[config.mk]
export PLATFORM = sky130hd
export DESIGN_NAME = ssp_port
export DESIGN_NICKNAME = d
export VERILOG_FILES = /design/src/rtl/ssp_rx_buf.v /design/src/rtl/ssp_port.v
export VERILOG_INCLUDE_DIRS = /design/src /design/src/rtl
export SDC_FILE = /design/constraint.sdc
export NUM_CORES = 1
export LEC_CHECK = 0
export BUFFER_PORTS_ARGS = -buffer_cell sky130_fd_sc_hd__buf_4
export CAP_MARGIN = 20
export CORE_UTILIZATION = 35
export CTS_CLUSTER_DIAMETER = 200
export DETAILED_ROUTE_END_ITERATION = 7
export GPL_ROUTABILITY_DRIVEN = 0
export SYNTH_ARGS = -nofsm -noshare
export SYNTH_HDL_FRONTEND = slang
export SYNTH_SLANG_ARGS = --single-unit
export TNS_END_PERCENT = 20
[constraint.sdc]
create_clock -name i_clk_sys -period 2 [get_ports i_clk_sys]
set_input_delay 0.3 -clock i_clk_sys [delete_from_list [all_inputs] [get_ports i_clk_sys]]
set_output_delay 0.3 -clock i_clk_sys [all_outputs]
set_load 0.05 [all_outputs]
[src/rtl/ssp_consts.vh]
/*
  Constants for the synchronous serial shift port: control field positions,
  reset values and timing figures.
  Assumes inclusion by bare name from the design files under rtl/.
*/
// What this block does
// - Master data write starts eight-bit shift out
// - Master halts after byte, sets done flag
// - Last received byte held in receive buffer
// - Slave idle, data-out undriven while select high
// - Slave loaded data waits for select low
// - Slave sets done flag after full byte
// - Read received byte before next completes
// - Port forces pin directions while enabled
// - Data master-to-slave on MOSI, back on MISO
// - Port dead unless power gate bit is zero
// - Seven master rates including divide by two
// - Selectable LSB-first or MSB-first order
// - Collision flag on write during shifting
// - Completed transfer wakes from idle sleep
// - Slave select high resets partial receive
// - Select low as master forces slave mode
// - Polarity sets idle level, phase sample edge
// - Rate bits and double bit pick divisor
`ifndef SSP_CONSTS_VH
`define SSP_CONSTS_VH

// ==========================================================
// Control field positions
`define SSP_CTL_RATE0    0
`define SSP_CTL_RATE1    1
`define SSP_CTL_PHASE    2
`define SSP_CTL_POL      3
`define SSP_CTL_MASTER   4
`define SSP_CTL_ORDER    5
`define SSP_CTL_ENABLE   6
`define SSP_CTL_IRQEN    7

// ==========================================================
// Reset values
`define SSP_CTL_RST      8'h00
`define SSP_DATA_RST     8'h00

// ==========================================================
// Timing
`define SSP_BITS         4'h8
`define SSP_SCK_MIN_SYS  2
`define SSP_DIV_WIDTH    7

`endif

[src/rtl/ssp_rx_buf.v]
/*
  Receive buffer word store: holds the most recently completed byte.
  Assumes one clock and the synchronised active-low reset from the top.
*/
`timescale 1ns/10ps
module ssp_rx_buf #(
  parameter WIDTH = 8
) (
  input  wire             i_clk_sys,
  input  wire             i_rst_n,
  input  wire             i_wr,
  input  wire [WIDTH-1:0] i_wdata,
  output reg  [WIDTH-1:0] o_rdata
);
  // ==========================================================
  // Storage, read data straight from the register
  always @(posedge i_clk_sys or negedge i_rst_n) begin
    if (!i_rst_n)
      o_rdata <= {WIDTH{1'b0}};
    else if (i_wr)
      o_rdata <= i_wdata;
  end
endmodule

[src/rtl/ssp_port.v]
/*
  Synchronous serial shift port, master or slave, eight-bit full duplex.
  Control bits arrive as plain ports; data writes and reads are strobes.
  Assumes i_clk_sys at 20 MHz and inputs synchronous to it.
*/
`timescale 1ns/10ps
`include "ssp_consts.vh"
module ssp_port #(
  parameter NBITS = 8
) (
  input  wire       i_clk_sys,
  input  wire       i_rstn,
  input  wire       i_port_power_gate_bit,
  input  wire [7:0] i_port_control_reg,
  input  wire       i_double_rate_bit,
  input  wire       i_ss_is_input,
  input  wire       i_wr_data,
  input  wire [7:0] i_wdata,
  input  wire       i_rd_status,
  input  wire       i_rd_data,
  input  wire       i_mosi,
  input  wire       i_miso,
  input  wire       i_sck,
  input  wire       i_ss_n,
  output reg        o_mosi,
  output reg        o_mosi_oe,
  output reg        o_miso,
  output reg        o_miso_oe,
  output reg        o_sck,
  output reg        o_sck_oe,
  output reg  [7:0] o_rdata,
  output reg        o_xfer_done_flag,
  output reg        o_write_coll_flag,
  output reg        o_irq,
  output reg        o_wake,
  output reg        o_master_select_bit,
  output reg        o_busy
);
  // ==========================================================
  // Reset release through two flops
  reg rst_s1_ff, rst_n_ff;
  always @(posedge i_clk_sys or negedge i_rstn) begin
    if (!i_rstn) begin
      rst_s1_ff <= 1'b0;
      rst_n_ff  <= 1'b0;
    end else begin
      rst_s1_ff <= 1'b1;
      rst_n_ff  <= rst_s1_ff;
    end
  end

  // State codes, one-hot
  localparam ST_IDLE = 3'b001;
  localparam ST_LEAD = 3'b010;
  localparam ST_TRAIL = 3'b100;

  // Divisor half-period from rate bits
  function [`SSP_DIV_WIDTH-1:0] half_div;
    input [1:0] rate;
    input       dbl;
    reg   [`SSP_DIV_WIDTH-1:0] h;
    begin
      h = 7'h01;
      case (rate)
        2'b00: h = 7'h02;
        2'b01: h = 7'h08;
        2'b10: h = 7'h20;
        2'b11: h = 7'h40;
        default: h = 7'h02;
      endcase
      half_div = dbl ? (h >> 1) : h;
    end
  endfunction

  // Next bit to send from a byte, by order
  function tx_bit;
    input [7:0] b;
    input       lsb_first;
    begin
      tx_bit = lsb_first ? b[0] : b[7];
    end
  endfunction

  // ==========================================================
  // Control decode
  wire active   = ~i_port_power_gate_bit & i_port_control_reg[`SSP_CTL_ENABLE];
  wire clock_idle_polarity     = i_port_control_reg[`SSP_CTL_POL];
  wire clock_sample_phase     = i_port_control_reg[`SSP_CTL_PHASE];
  wire lsb1st   = i_port_control_reg[`SSP_CTL_ORDER];
  wire irq_en   = i_port_control_reg[`SSP_CTL_IRQEN];
  wire master_select_bit_req = i_port_control_reg[`SSP_CTL_MASTER];

  reg [2:0] state_ff, nxt_state;
  reg [7:0] shreg_ff, nxt_shreg;
  reg [3:0] cnt_ff, nxt_cnt;
  reg [6:0] div_ff, nxt_div;
  reg       master_select_bit_ff, nxt_master_select_bit;
  reg       master_select_bit_req_d_ff;
  reg       sck_ff, nxt_sck;
  reg       sck_s_ff, sck_p_ff;
  reg [1:0] sck_v_ff;
  reg       rx_bit_ff, nxt_rx_bit;
  reg       done_ff, nxt_done;
  reg       coll_ff, nxt_coll;
  reg       rx_wr;
  reg [7:0] rx_word;
  wire [7:0] rx_q;

  // Master bit writes set it; select forcing clears it
  wire master_select_bit_rise = master_select_bit_req & ~master_select_bit_req_d_ff;
  wire is_master_select_bit   = master_select_bit_ff;
  wire sel_n     = i_ss_n;
  wire busy      = (state_ff != ST_IDLE);
  wire rx_in     = is_master_select_bit ? i_miso : i_mosi;

  // Slave clock edges, sampled; the source phases are kept wide
  // Edges count only once both sample flops hold real pin values
  wire s_rise   = sck_s_ff & ~sck_p_ff & sck_v_ff[1];
  wire s_fall   = ~sck_s_ff & sck_p_ff & sck_v_ff[1];
  wire s_lead   = clock_idle_polarity ? s_fall : s_rise;
  wire s_trail  = clock_idle_polarity ? s_rise : s_fall;
  wire s_sample = clock_sample_phase ? s_trail : s_lead;
  wire s_setup  = clock_sample_phase ? s_lead : s_trail;

  // ==========================================================
  // Next-state logic
  always @* begin
    nxt_state  = state_ff;
    nxt_shreg  = shreg_ff;
    nxt_cnt    = cnt_ff;
    nxt_div    = div_ff;
    nxt_master_select_bit   = master_select_bit_ff;
    nxt_sck    = sck_ff;
    nxt_rx_bit = rx_bit_ff;
    nxt_done   = done_ff;
    nxt_coll   = coll_ff;
    rx_wr      = 1'b0;
    rx_word    = lsb1st ? {rx_bit_ff, shreg_ff[7:1]} : {shreg_ff[6:0], rx_bit_ff};
    // Software read of data alone clears flags; the status read strobe is unused
    if (i_rd_data) begin
      nxt_done = 1'b0;
      nxt_coll = 1'b0;
    end
    if (master_select_bit_rise)
      nxt_master_select_bit = 1'b1;
    if (!master_select_bit_req)
      nxt_master_select_bit = 1'b0;
    // Write during a shift only flags; the shift path never takes it
    if (active && i_wr_data && busy)
      nxt_coll = 1'b1;
    if (!active) begin
      nxt_state = ST_IDLE;
      nxt_cnt   = 4'h0;
      nxt_sck   = clock_idle_polarity;
      if (i_wr_data)
        nxt_shreg = i_wdata;
    end else if (is_master_select_bit && i_ss_is_input && !sel_n) begin
      nxt_master_select_bit  = 1'b0;
      nxt_done  = 1'b1;
      nxt_state = ST_IDLE;
      nxt_cnt   = 4'h0;
      nxt_sck   = clock_idle_polarity;
    end else if (is_master_select_bit) begin
      case (state_ff)
        ST_IDLE: begin
          nxt_sck = clock_idle_polarity;
          if (i_wr_data) begin
            nxt_shreg = i_wdata;
            nxt_state = ST_LEAD;
            nxt_cnt   = 4'h0;
            nxt_div   = half_div(i_port_control_reg[1:0], i_double_rate_bit) - 7'h01;
          end
        end
        ST_LEAD, ST_TRAIL: begin
          if (div_ff != 7'h00) begin
            nxt_div = div_ff - 7'h01;
          end else begin
            nxt_div = half_div(i_port_control_reg[1:0], i_double_rate_bit) - 7'h01;
            nxt_sck = ~sck_ff;
            if (state_ff == ST_LEAD) begin
              nxt_state = ST_TRAIL;
              if (!clock_sample_phase)
                nxt_rx_bit = rx_in;
              else if (cnt_ff != 4'h0)
                nxt_shreg = lsb1st ? {rx_bit_ff, shreg_ff[7:1]}
                                   : {shreg_ff[6:0], rx_bit_ff};
            end else begin
              if (clock_sample_phase)
                nxt_rx_bit = rx_in;
              else
                nxt_shreg = rx_word;
              nxt_cnt = cnt_ff + 4'h1;
              if (cnt_ff == `SSP_BITS - 4'h1) begin
                nxt_state = ST_IDLE;
                if (clock_sample_phase)
                  rx_word = lsb1st ? {rx_in, shreg_ff[7:1]} : {shreg_ff[6:0], rx_in};
                nxt_shreg = rx_word;
                rx_wr     = 1'b1;
                nxt_done  = 1'b1;
                nxt_sck   = clock_idle_polarity;
              end else begin
                nxt_state = ST_LEAD;
              end
            end
          end
        end
        default: nxt_state = ST_IDLE;
      endcase
    end else begin
      // Slave: parked while select high
      if (sel_n) begin
        nxt_state = ST_IDLE;
        nxt_cnt   = 4'h0;
        if (i_wr_data)
          nxt_shreg = i_wdata;
      end else begin
        if (i_wr_data && !busy)
          nxt_shreg = i_wdata;
        if (s_sample) begin
          nxt_state  = ST_LEAD;
          nxt_rx_bit = i_mosi;
        end
        if (s_setup && cnt_ff != 4'h0 && busy) begin
          nxt_shreg = rx_word;
          if (cnt_ff == `SSP_BITS) begin
            nxt_cnt   = 4'h0;
            nxt_state = ST_IDLE;
          end
        end
        if (s_sample) begin
          nxt_cnt = cnt_ff + 4'h1;
          if (cnt_ff == `SSP_BITS - 4'h1) begin
            rx_wr     = 1'b1;
            rx_word   = lsb1st ? {i_mosi, shreg_ff[7:1]} : {shreg_ff[6:0], i_mosi};
            nxt_shreg = rx_word;
            nxt_done  = 1'b1;
            nxt_state = ST_IDLE;
            nxt_cnt   = 4'h0;
          end
        end
      end
    end
  end

  // ==========================================================
  // State registers
  always @(posedge i_clk_sys or negedge rst_n_ff) begin
    if (!rst_n_ff) begin
      state_ff      <= ST_IDLE;
      shreg_ff      <= `SSP_DATA_RST;
      cnt_ff        <= 4'h0;
      div_ff        <= 7'h00;
      master_select_bit_ff       <= 1'b0;
      master_select_bit_req_d_ff <= 1'b0;
      sck_ff        <= 1'b0;
      sck_s_ff      <= 1'b0;
      sck_p_ff      <= 1'b0;
      sck_v_ff      <= 2'b00;
      rx_bit_ff     <= 1'b0;
      done_ff       <= 1'b0;
      coll_ff       <= 1'b0;
    end else begin
      state_ff      <= nxt_state;
      shreg_ff      <= nxt_shreg;
      cnt_ff        <= nxt_cnt;
      div_ff        <= nxt_div;
      master_select_bit_ff       <= nxt_master_select_bit;
      master_select_bit_req_d_ff <= master_select_bit_req;
      sck_ff        <= nxt_sck;
      sck_s_ff      <= i_sck;
      sck_p_ff      <= sck_s_ff;
      sck_v_ff      <= {sck_v_ff[0], 1'b1};
      rx_bit_ff     <= nxt_rx_bit;
      done_ff       <= nxt_done;
      coll_ff       <= nxt_coll;
    end
  end

  // Receive buffer, second stage behind the shift register
  ssp_rx_buf #(.WIDTH(8)) u_rx_buf (
    .i_clk_sys (i_clk_sys),
    .i_rst_n   (rst_n_ff),
    .i_wr      (rx_wr),
    .i_wdata   (rx_word),
    .o_rdata   (rx_q)
  );

  // ==========================================================
  // Registered outputs and pin directions
  always @(posedge i_clk_sys or negedge rst_n_ff) begin
    if (!rst_n_ff) begin
      o_mosi              <= 1'b0;
      o_mosi_oe           <= 1'b0;
      o_miso              <= 1'b0;
      o_miso_oe           <= 1'b0;
      o_sck               <= 1'b0;
      o_sck_oe            <= 1'b0;
      o_rdata             <= 8'h00;
      o_xfer_done_flag    <= 1'b0;
      o_write_coll_flag   <= 1'b0;
      o_irq               <= 1'b0;
      o_wake              <= 1'b0;
      o_master_select_bit <= 1'b0;
      o_busy              <= 1'b0;
    end else begin
      // Data out held through the last sample edge in phase-1 mode
      o_mosi              <= (rx_wr & clock_sample_phase & is_master_select_bit) ? o_mosi : tx_bit(nxt_shreg, lsb1st);
      o_miso              <= tx_bit(nxt_shreg, lsb1st);
      o_mosi_oe           <= active & nxt_master_select_bit;
      o_sck_oe            <= active & nxt_master_select_bit;
      o_miso_oe           <= active & ~nxt_master_select_bit & ~sel_n;
      o_sck               <= nxt_sck;
      o_rdata             <= rx_wr ? rx_word : rx_q;
      o_xfer_done_flag    <= nxt_done;
      o_write_coll_flag   <= nxt_coll;
      o_irq               <= nxt_done & irq_en;
      o_wake              <= nxt_done & ~done_ff;
      o_master_select_bit <= nxt_master_select_bit;
      o_busy              <= (nxt_state != ST_IDLE);
    end
  end
endmodule

==> impl_results.md, run 1 <==
- Final Hold Slack: around 93 ps
- Cell Rows: 35
- Leak: 2.176 nW
- CTS tree: yes
- Crit path DAT: about 2600 ps
- Area growth from synthesis to layout: 42.45%
- Dpl cells: approximately 630
- Crit. End Element: flop
- Worst-Margin Slew: 586.0 ps
- CTS HTree Levels: 2
- Initial Utilization: 0.3677
- Min-Delay Path Class: input port to flop
- Post-synthesis register bit count: 49
- Routed WL per cell: 16.14 um
- # diodes: 0
- 1st-iter DRT viols: 165
- Period minus WS final: 2374 ps
- Gr ovfl total: 0
- Hold Fails Final Rpt: 0
- CP Max Fanout: 3
- Number of top-level pins: 48
- Critical Path Source Type: flop
- Vias: 3566
- Mapped Cells: around 390
- Worst reg2reg path depth: 10
- Clock slew at reported path FFs: 100 ps
- Post-route setup TNS: -3316 ps
- DR WL met3: 605 um
- Overall die width: slightly above 100 um
- Synth top area cells: dfrtp_1 (35%), mux2i_1 (10%), o21ai_0 (5.2%), nand2_1 (3.9%), a21oi_1 (3.2%)
- Pre-antenna DRT Iters: 5
- Total Nets Final: 546
- Worst path max stage delay: 500 ps
- Largest net degree at the start of global routing: 26
- Critical path class: flop to flop
- Vias/cell: 5.537
- Vias in the first global route: between 3k and 4k
- Synth top area share: 0.3486
- # DRC: 0
- Pwr dens: between 500 and 600 nW/um2
- Fmax: 421.2 MHz
- FF/Latch Area: 1230 um2
- Mean area per synthesized cell: 8.768 um2
- Synth Cell Area: 3446 um2
- CP delay by family, top: simple AND/OR/NAND/NOR gates
- WP depth: 10
- YS warnings: 0
- Sequential fraction of the synthesis area: 0.3562
- Tcrit/Tclk final: 1.187
- Failing checks: negative setup slack
- First-pass GRT wire length: 16310 um
- Commonest cells after routing, fill and taps aside: buf_4 (128), dfrtp_1 (46), mux2i_1 (35)
- Antenna violation net count after detailed routing: 0
- TritonCTS Buffers: 5
- Crit path buffers/inverters: 2
- RSZ-0062 raised after global routing: yes
- Multi-input gate area in the final layout: 2227 um2
- Dpl hpwl: approximately 7700 um
- Max Transition Viols Final: 0
- Clock Latency Late Sink: 310 ps
- Global Route Usage Sum: 0.2042
- Setup violators final: 23
- Share of cells above drive strength 1: 0.4058
- DRT met1 WL: ~4400 um
- Worst setup margin: -374.1 ps
- Commonest non-fill, non-tap cell in the layout: buf_4
- Leading area contributor after synthesis: dfrtp_1
- Status: finished with violations
- Post-synth EDFFs: 0
- Top_reg_cell synth: dfrtp_1
- Hold Path Depth: 1
- Post-Layout Cell Count: 644
- Max clock buf depth: 2
- Crit-path cells: inv_2, ha_4, or4b_4, nor2_4, buf_4, o22ai_2, a31o_2, a211oi_2, a21boi_2, mux2_1
- MaxCap Viol Count: 0
- Area of the core: between 9000 and 10000 um2
- IO buf count: 46
- Initial antenna violation count: 0
- Slowest CP cell: or4b_4
- Worst VDD drop: approximately 0.29 mV
- Yosys cell types: 78
- Filler instances: 920
- Drt total wl: 10400 um
- Post-layout util: 0.5238
- Chip height: 101.2 um
- Ys async rst share: 1.000
- Placed Area: 4511 um2
- CP required: 2200 ps
- Sink Count: 49
- Layout Skew: 12.92 ps
- Clock Tree Root: clkbuf_8
- Top routing layer in use: met4
- Met2 WL post-DR: between 5000 and 6000 um
- Design Area, Final: 4908 um2
- Die ar.: between 10000 and 15000 um2
- Slew HR: 0.6093
## cell families (layout without fill, tap and decap cells)
kind of cell,count (synthesis),after routing,synth area share
AO/OA/AOI/OAI,118,118,0.2299
multiplexers,42,42,0.1264
other,1,2,0.001088
buffers and inverters,45,166,0.05628
flip-flops,49,49,0.3562
adder cells (fa/ha/maj),4,4,0.01452
XOR/XNOR,2,2,0.007264
AND/OR/NAND/NOR,132,132,0.2084
## where the power goes
group | switching, mW | internal (mW)
Clock | 0.345 | 0.409
Combinational | 0.527 | 0.468
Sequential | 0.0803 | 1.08
Total | 0.953 | 1.95
## final timing paths
path | slack (ps) | endpoint | startpoint
setup reg to reg | -370 | o_mosi | div_ff[1]
hold reg to reg | 270 | o_miso | rst_n_ff
hold / removal | 90 | sck_s_ff | i_sck
min in group asynchronous | 270 | o_miso | rst_n_ff
setup / recovery | -370 | o_mosi | div_ff[1]
max in group asynchronous | 1130 | state_ff[0] | rst_n_ff
## synthesized netlist by cell type, types with 4 or more instances
library cell,n
and2_1,5
nand2_1,36
nand3b_1,4
nor3_1,9
mux2_2,4
o221ai_1,11
a211oi_1,4
nand2b_1,4
nor2b_1,10
nor2_1,28
nand3_1,6
o22ai_1,4
buf_2,4
a31oi_1,7
a21oi_1,22
dfrtp_1,48
o21ai_0,36
clkbuf_1,14
mux2i_1,35
ha_1,4
inv_1,20
## cell type report
cell class                      instances  area share
Multi-Input combinational cell        300      0.4537
Sequential cell                        49      0.2506
Timing Repair Buffer                  138      0.2238
Tap cell                              129     0.03288
Clock buffer                            7     0.01759
Inverter                               20     0.01529
Clock inverter                          1    0.006118
## layer usage
| layer | GRT usage | vias up |
|---|---|---|
| met5 | 0 | - |
| met2 | 0.3579 | 129 |
| met1 | 0.2576 | 1734 |
| met4 | 0.06912 | 0 |
| met3 | 0.02830 | 22 |
| li1 | - | 1681 |
## per-stage QoR
step           power, mW  worst slack (ps)
6_report           2.906            -374.1
5_1_grt            3.050            -507.7
4_1_cts            2.874            -313.8
3_5_place_dp       2.071            -387.0
3_3_place_gp       2.052            -312.4
2_1_floorplan      1.679            -212.3
## state kept, by name, summed over array words and instances (netlist names), 2 cells and up
register and flops:
o_rdata 8, sck_v_ff 2, cnt_ff 4, state_ff 3
shreg_ff 8, div_ff 7
## what timing repair did
| item | CTS | global route |
|---|---|---|
| pin swaps | 17 | 17 |
| cloned | 0 | 0 |
| endpoints found under the hold margin | 2 | 0 |
| gates resized for setup | 30 | 44 |
| endpoints found under the setup margin | 30 | 37 |
| hold buffers | 1 | 0 |
| setup buffers | 3 | 5 |
## worst reg2reg max path, stage by stage, from the launching register on
cell and delay, ps:
dfrtp_1 400, inv_2 90, ha_4 130, or4b_4 500, nor2_4 150, buf_4 130, o22ai_2 90, a31o_2 230
a211oi_2 180, a21boi_2 90, mux2_1 290
Power figures use the tool's default switching activity.
==> run 2: changes to the inputs <==
- CORE_UTILIZATION: 35 -> 30
==> run 2 against run 1 <==
  * Wire length is 3.6% higher
  * Setup slack worse by 12 ps
  * Clock power is 11% higher
  * The run still ends with negative setup slack left
  * Design area is 3.2% higher
==> impl_results.md, run 2 (same netlist as run 1, synthesis figures left out) <==
- Clock slew at reported path FFs: 70 ps (-30 ps)
- Max Transition Viols Final: 0 (unchanged)
- RSZ-0062 raised after global routing: yes
- Final Hold Slack: 115.6 ps (+22.78 ps)
- Total Nets Final: 555 (+1.6%)
- 1st-iter DRT viols: 234 (+42%)
- Antenna violation net count after detailed routing: 0 (unchanged)
- Overall die width: 109.2 um (+7.9%)
- Post-route setup TNS: -5817 ps (-2501 ps)
- Hold_sp: i_sck
- Crit Reg-Reg Startpoint: div_ff[0]
- Pwr dens: 619.4 nW/um2 (+4.6%)
- Setup violators final: 28 (+22%)
- Largest net degree at the start of global routing: 29 (+12%)
- Chip height: 109.2 um (+7.9%)
- MaxCap Viol Count: 0 (unchanged)
- Reg-to-Reg End: o_mosi
- Area growth from synthesis to layout: 46.99%
- Max clock buf depth: 2 (unchanged)
- Worst setup margin: -386.0 ps (-11.90 ps)
- Dpl cells: 640 (+1.9%)
- Post-layout util: 0.4592 (-0.06460)
- Hold EP: sck_s_ff
- Initial antenna violation count: 0 (unchanged)
- Share of cells above drive strength 1: 0.4275 (+0.02166)
- Vias/cell: 5.322 (-3.9%)
- Initial Utilization: 0.3124 (-0.05530)
- Crit path buffers/inverters: 1 (-1)
- Gr ovfl total: 0 (unchanged)
- CTS HTree Levels: 2 (unchanged)
- Critical Path Source Type: flop
- # diodes: 0 (unchanged)
- Number of top-level pins: 48 (unchanged)
- Slowest CP cell: or4b_4
- Vias in the first global route: 3568 (+6.4%)
- Overall Power: 3.137 mW (+7.9%)
- Global Route Usage Sum: 0.1867 (-0.01747)
- IO buf count: 46 (unchanged)
- Failing checks: negative setup slack
- Slew HR: 0.6581 (+0.04880)
- Status: finished with violations
- CP required: 2170 ps (-30 ps)
- Critical path class: flop to flop
- Commonest non-fill, non-tap cell in the layout: buf_4
- Multi-input gate area in the final layout: 2288 um2 (+2.8%)
- Tcrit/Tclk final: 1.193 (+0.005949)
- Clock power frac: 0.266 (+0.007)
- Post-Layout Cell Count: 664 (+3.1%)
- Routed WL per cell: 16.22 um (+0.49%)
- WP depth: 9 (-1)
- TritonCTS Buffers: 5 (unchanged)
- Vias: 3534 (-0.90%)
- Commonest cells after routing, fill and taps aside: buf_4 (137), dfrtp_1 (46), nand2_1 (35), mux2i_1 (35), nor2_1 (26)
- Period minus WS final: 2386 ps (+11.90 ps)
- Worst VDD drop: 0.3554 mV (+23%)
- Hold Path Depth: 1 (unchanged)
- Crit-path cells: inv_2, ha_4, or4b_4, nor2_4, o22ai_2, a31o_2, a211oi_2, a21boi_4, mux2_4
- Switching power: 1.030 mW (+8.1%)
- Area of the core: 11030 um2 (+18%)
- Comb pwr share: 0.367 (+0.025)
- Cell Rows: 38 (+8.6%)
- Hold Fails Final Rpt: 0 (unchanged)
- Clock Latency Late Sink: 290 ps (-20 ps)
- CTS tree: yes
- Crit path DAT: 2560 ps (about the same)
- Fmax: 419.1 MHz (-0.50%)
- Worst-Margin Slew: 508.9 ps (-77.12 ps)
- Worst reg2reg path depth: 9 (-1)
- Dpl hpwl: 7878 um (+1.8%)
- Crit. End Element: flop
- P_int: 2.107 mW (+7.8%)
- FF/Latch Area: 1230 um2 (unchanged)
- CP delay by family, top: compound AO/OA/AOI/OAI gates
- Leak: 2.254 nW (+3.6%)
- # DRC: 0 (unchanged)
- Largest registers: o_rdata x8, shreg_ff x8, div_ff x7
- CP Max Fanout: 4 (+1)
- Clock Tree Root: clkbuf_16
- Die ar.: 11920 um2 (+16%)
- Sink Count: 49 (unchanged)
- Drt total wl: 10770 um (+3.6%)
- Worst path max stage delay: 500 ps (about the same)
- Reg power frac: 0.367 (-0.031)
- Min-Delay Path Class: input port to flop
- Pre-antenna DRT Iters: 4 (-1)
- First-pass GRT wire length: 17480 um (+7.2%)
- Reg2reg setup slack: -390 ps (about the same)
- Layout Skew: 7.195 ps (-5.728 ps)
- Net Sw Frac: 0.3283 (+0.0005691)
- Filler instances: 1064 (+16%)
==> run 2: cell count changes in the layout (fill, tap and decap cells not counted), moves of 5 or more <==
cell | before | now
buf_4 | 128 | 137
clkbuf_8 | 6 | 0
o221ai_2 | 1 | 6
o221ai_1 | 10 | 5
clkbuf_16 | 0 | 5
o21ai_0 | 16 | 21
==> run 2: timing repair <==
item                                    in CTS  in global routing
buffers inserted                            14                  2
endpoints found under the setup margin      29                 36
hold buffers                                 1                  0
pin swaps                                   10                 14
hold endpoints to repair                     2                  0
resized for setup                           42                 32
==> run 2: layer usage <==
metal,vias up,share of wire,GRT usage
li1,1695,-,-
met1,1720,0.43,0.2284
met2,104,0.50,0.3360
met3,15,0.047,0.02989
met4,0,0.017,0.05143
met5,-,0,0
==> run 2: power by group through the flow <==
stage | Combinational (mW) | Sequential (mW) | Clock (mW)
6_report | 1.15 | 1.15 | 0.834
5_1_grt | 1.24 | 1.16 | 0.895
3_5_place_dp | 0.910 | 1.16 | 0
2_1_floorplan | 0.441 | 1.24 | 0
3_3_place_gp | 0.897 | 1.16 | 0
4_1_cts | 1.10 | 1.15 | 0.853
==> run 2: through the flow <==
| stage | setup WS, ps | cell area [um2] |
|---|---|---|
| finish | -386.0 | 5065 |
| global route | -467.4 | 5065 |
| CTS | -365.4 | 4932 |
| detailed placement | -377.0 | 4532 |
| global placement | -358.2 | 4532 |
| floorplan | -212.3 | 3466 |
==> run 2: layout make-up <==
| type | instances | share of cell area |
|---|---|---|
| multi-input cells | 300 | 0.4518 |
| flip-flops and latches | 49 | 0.2428 |
| repair buffers | 147 | 0.2285 |
| well taps | 140 | 0.03458 |
| clock buffers | 6 | 0.02544 |
| inverters | 20 | 0.01482 |
| clock inverters | 2 | 0.001976 |
==> run 2: worst max path at each step <==
| stage | startpoint | endpoint | slack (ps) |
|---|---|---|---|
| final | div_ff[0] | o_mosi | -390 |
| after global routing | div_ff[0] | o_mosi | -470 |
| after CTS | div_ff[0] | o_mosi | -370 |
| after detailed placement | cnt_ff[0] | o_mosi | -380 |
| after global placement | cnt_ff[0] | o_busy | -360 |
| after floorplan | div_ff[0] | o_mosi | -210 |
==> run 3: changes to the inputs <==
- CORE_ASPECT_RATIO: default -> 1.1
- RECOVER_POWER: default -> 50
==> run 3 against run 2 <==
  * The flow still finishes with violations (negative setup slack)
  * Maximum frequency up 1.5%
  * Register-to-register slack better by 40 ps
  * Critical path depth did not move
  * Flip-flop and latch count unchanged
  * Utilization fell by 0.23 points
  * Largest cell class unchanged
  * Non-clock buffer count down 2
  * Total power is 3.7% higher
  * Setup slack improved by 35 ps
  * Design area is 0.22% lower
  * Via count is 0.85% lower
  * Sequential power hardly changed
==> impl_results.md, run 3 (same netlist as run 1, synthesis figures left out) <==
- Status: finished with violations
- Failing checks: negative setup slack
- Vias/cell: 5.238 (-1.6%)
- Slowest CP cell: or4b_4
- Setup WS pre-CTS: -389.4 ps (-12.35 ps)
- IO buf count: 46 (unchanged)
- Overall Power: 3.252 mW (+3.7%)
- Largest registers: o_rdata x8, shreg_ff x8, div_ff x7
- Routed WL per cell: 16.13 um (-0.54%)
- Critical path class: flop to flop
- Max clock buf depth: 2 (unchanged)
- # diodes: 0 (unchanged)
- CP Max Fanout: 3 (-1)
- Leak: 2.226 nW (-1.3%)
- Clock Latency Late Sink: 290 ps (about the same)
- Die ar.: 11920 um2 (about the same)
- Gr ovfl total: 0 (unchanged)
- Fmax: 425.4 MHz (+1.5%)
- RSZ-0062 raised after global routing: yes
- Sink Count: 49 (unchanged)
- Pre-antenna DRT Iters: 5 (+1)
- Slew HR: 0.3746 (-0.2836)
- Chip height: 114.4 um (+4.8%)
- Area growth from synthesis to layout: 46.66%
- Crit-path cells: inv_2, ha_4, or4b_4, nor2_4, o22ai_2, a31o_2, a211oi_2, a21boi_2, mux2_4
- Hold Fails Final Rpt: 0 (unchanged)
- Crit path DAT: 2520 ps (-40 ps)
- Crit. End Element: flop
- Min-Delay Path Class: input port to flop
- 1st-iter DRT viols: 214 (-8.5%)
- Tcrit/Tclk final: 1.175 (-0.01756)
- Crit Reg-Reg Startpoint: div_ff[0]
- MaxCap Viol Count: 0 (unchanged)
- Overall die width: 104.2 um (-4.6%)
- Dpl hpwl: 7992 um (+1.4%)
- TritonCTS Buffers: 5 (unchanged)
- Share of cells above drive strength 1: 0.4195 (-0.007941)
- First-pass GRT wire length: 17640 um (+0.91%)
- Initial antenna violation count: 0 (unchanged)
- Total Nets Final: 553 (-0.36%)
- CTS tree: yes
- Worst path max stage delay: 500 ps (about the same)
- Max Transition Viols Final: 0 (unchanged)
- Global Route Usage Sum: 0.1841 (-0.002586)
- Hold_sp: i_sck
- Initial Utilization: 0.3115 (-0.0008481)
- FF/Latch Area: 1230 um2 (unchanged)
- Layout Skew: 11.81 ps (+4.617 ps)
- Vias in the first global route: 3539 (-0.81%)
- CTS HTree Levels: 2 (unchanged)
- Worst VDD drop: 0.3279 mV (-7.8%)
- Area of the core: 11060 um2 (+0.27%)
- Worst setup margin: -350.9 ps (+35.11 ps)
- Clock slew at reported path FFs: 70 ps (about the same)
- Vias: 3504 (-0.85%)
- Drt total wl: 10790 um (+0.20%)
- Largest net degree at the start of global routing: 18 (-38%)
- Beginning of the critical path: div_ff[0]
- Period minus WS final: 2351 ps (-35.11 ps)
- Filler instances: 1059 (-0.47%)
- Critical Path Source Type: flop
- Number of top-level pins: 48 (unchanged)
- Antenna violation net count after detailed routing: 0 (unchanged)
- Clock Tree Root: clkbuf_16
- CP required: 2170 ps (about the same)
- Setup violators final: 29 (+3.6%)
- Pwr dens: 643.5 nW/um2 (+3.9%)
- Cell Rows: 40 (+5.3%)
- # DRC: 0 (unchanged)
- Worst-Margin Slew: 938.2 ps (+429.3 ps)
- Multi-input gate area in the final layout: 2285 um2 (-0.16%)
- Commonest cells after routing, fill and taps aside: buf_4 (133), dfrtp_1 (46), mux2i_1 (35)
- Commonest non-fill, non-tap cell in the layout: buf_4
==> run 3: metal layers <==
metal | up-vias | routed length, um | global-route usage | share of wire
li1 | 1693 | - | - | -
met1 | 1666 | 4684 | 0.2258 | 0.43
met2 | 121 | 5345 | 0.3231 | 0.50
met3 | 24 | 467 | 0.02618 | 0.043
met4 | 0 | 296 | 0.08000 | 0.027
met5 | - | 0 | 0 | 0
==> run 3: repair_timing <==
| action | 4_1_cts | 5_1_grt |
|---|---|---|
| resized for setup | 55 | 25 |
| setup buffers | 13 | 4 |
| hold buffers | 1 | 0 |
| pin swaps | 19 | 17 |
| hold endpoints to repair | 2 | 0 |
| gates cloned | 0 | 0 |
| endpoints found under the setup margin | 33 | 36 |
==> run 3: report_power, final <==
| part | total, mW | internal (mW) | switching, mW | leakage [nW] |
|---|---|---|---|---|
| Sequential | 1.15 | 1.08 | 0.0718 | 0.624 |
| Combinational | 1.12 | 0.539 | 0.583 | 1.52 |
| Clock | 0.979 | 0.593 | 0.386 | 0.0842 |
==> run 3: path summary, 6_finish.rpt <==
path	end	slack, ps	cells past startpoint
setup / recovery	o_mosi	-350	9
hold / removal	sck_s_ff	130	1
setup reg to reg	o_mosi	-350	9
hold reg to reg	o_rdata[1]	170	0
max in group asynchronous	shreg_ff[7]	650	1
min in group asynchronous	o_rdata[1]	170	0
==> run 3: worst max-delay path, delay by kind of cell, from the launching register on <==
family | cells | cell delay (ps)
compound gates | 4 | 700
fa+ha+maj | 1 | 120
buf+inv | 1 | 80
flops | 1 | 390
mux | 1 | 270
simple gates | 2 | 670
==> run 3: area by class of cell <==
class / instances / share of cell area
clock buffers: 5 / 0.02476
clock inverters: 3 / 0.008666
inverters: 20 / 0.01486
multi-input cells: 300 / 0.4521
flip-flops and latches: 49 / 0.2434
well taps: 147 / 0.03640
repair buffers: 145 / 0.2199
==> run 3: per-stage QoR <==
| step | hold slack [ps] | TNS, ps | area (um2) | cells | util |
|---|---|---|---|---|---|
| global route | 139.0 | -8335 | 5054 | 669 | 0.4569 |
| detailed placement | 83.48 | -6443 | 4498 | 643 | 0.4067 |
| global placement | 82.86 | -5211 | 4498 | 643 | 0.4067 |
| floorplan | 4.409 | -1710 | 3466 | 394 | - |
| finish | 130.6 | -5851 | 5054 | 669 | 0.4569 |
| CTS | 106.9 | -4859 | 4956 | 665 | 0.4481 |
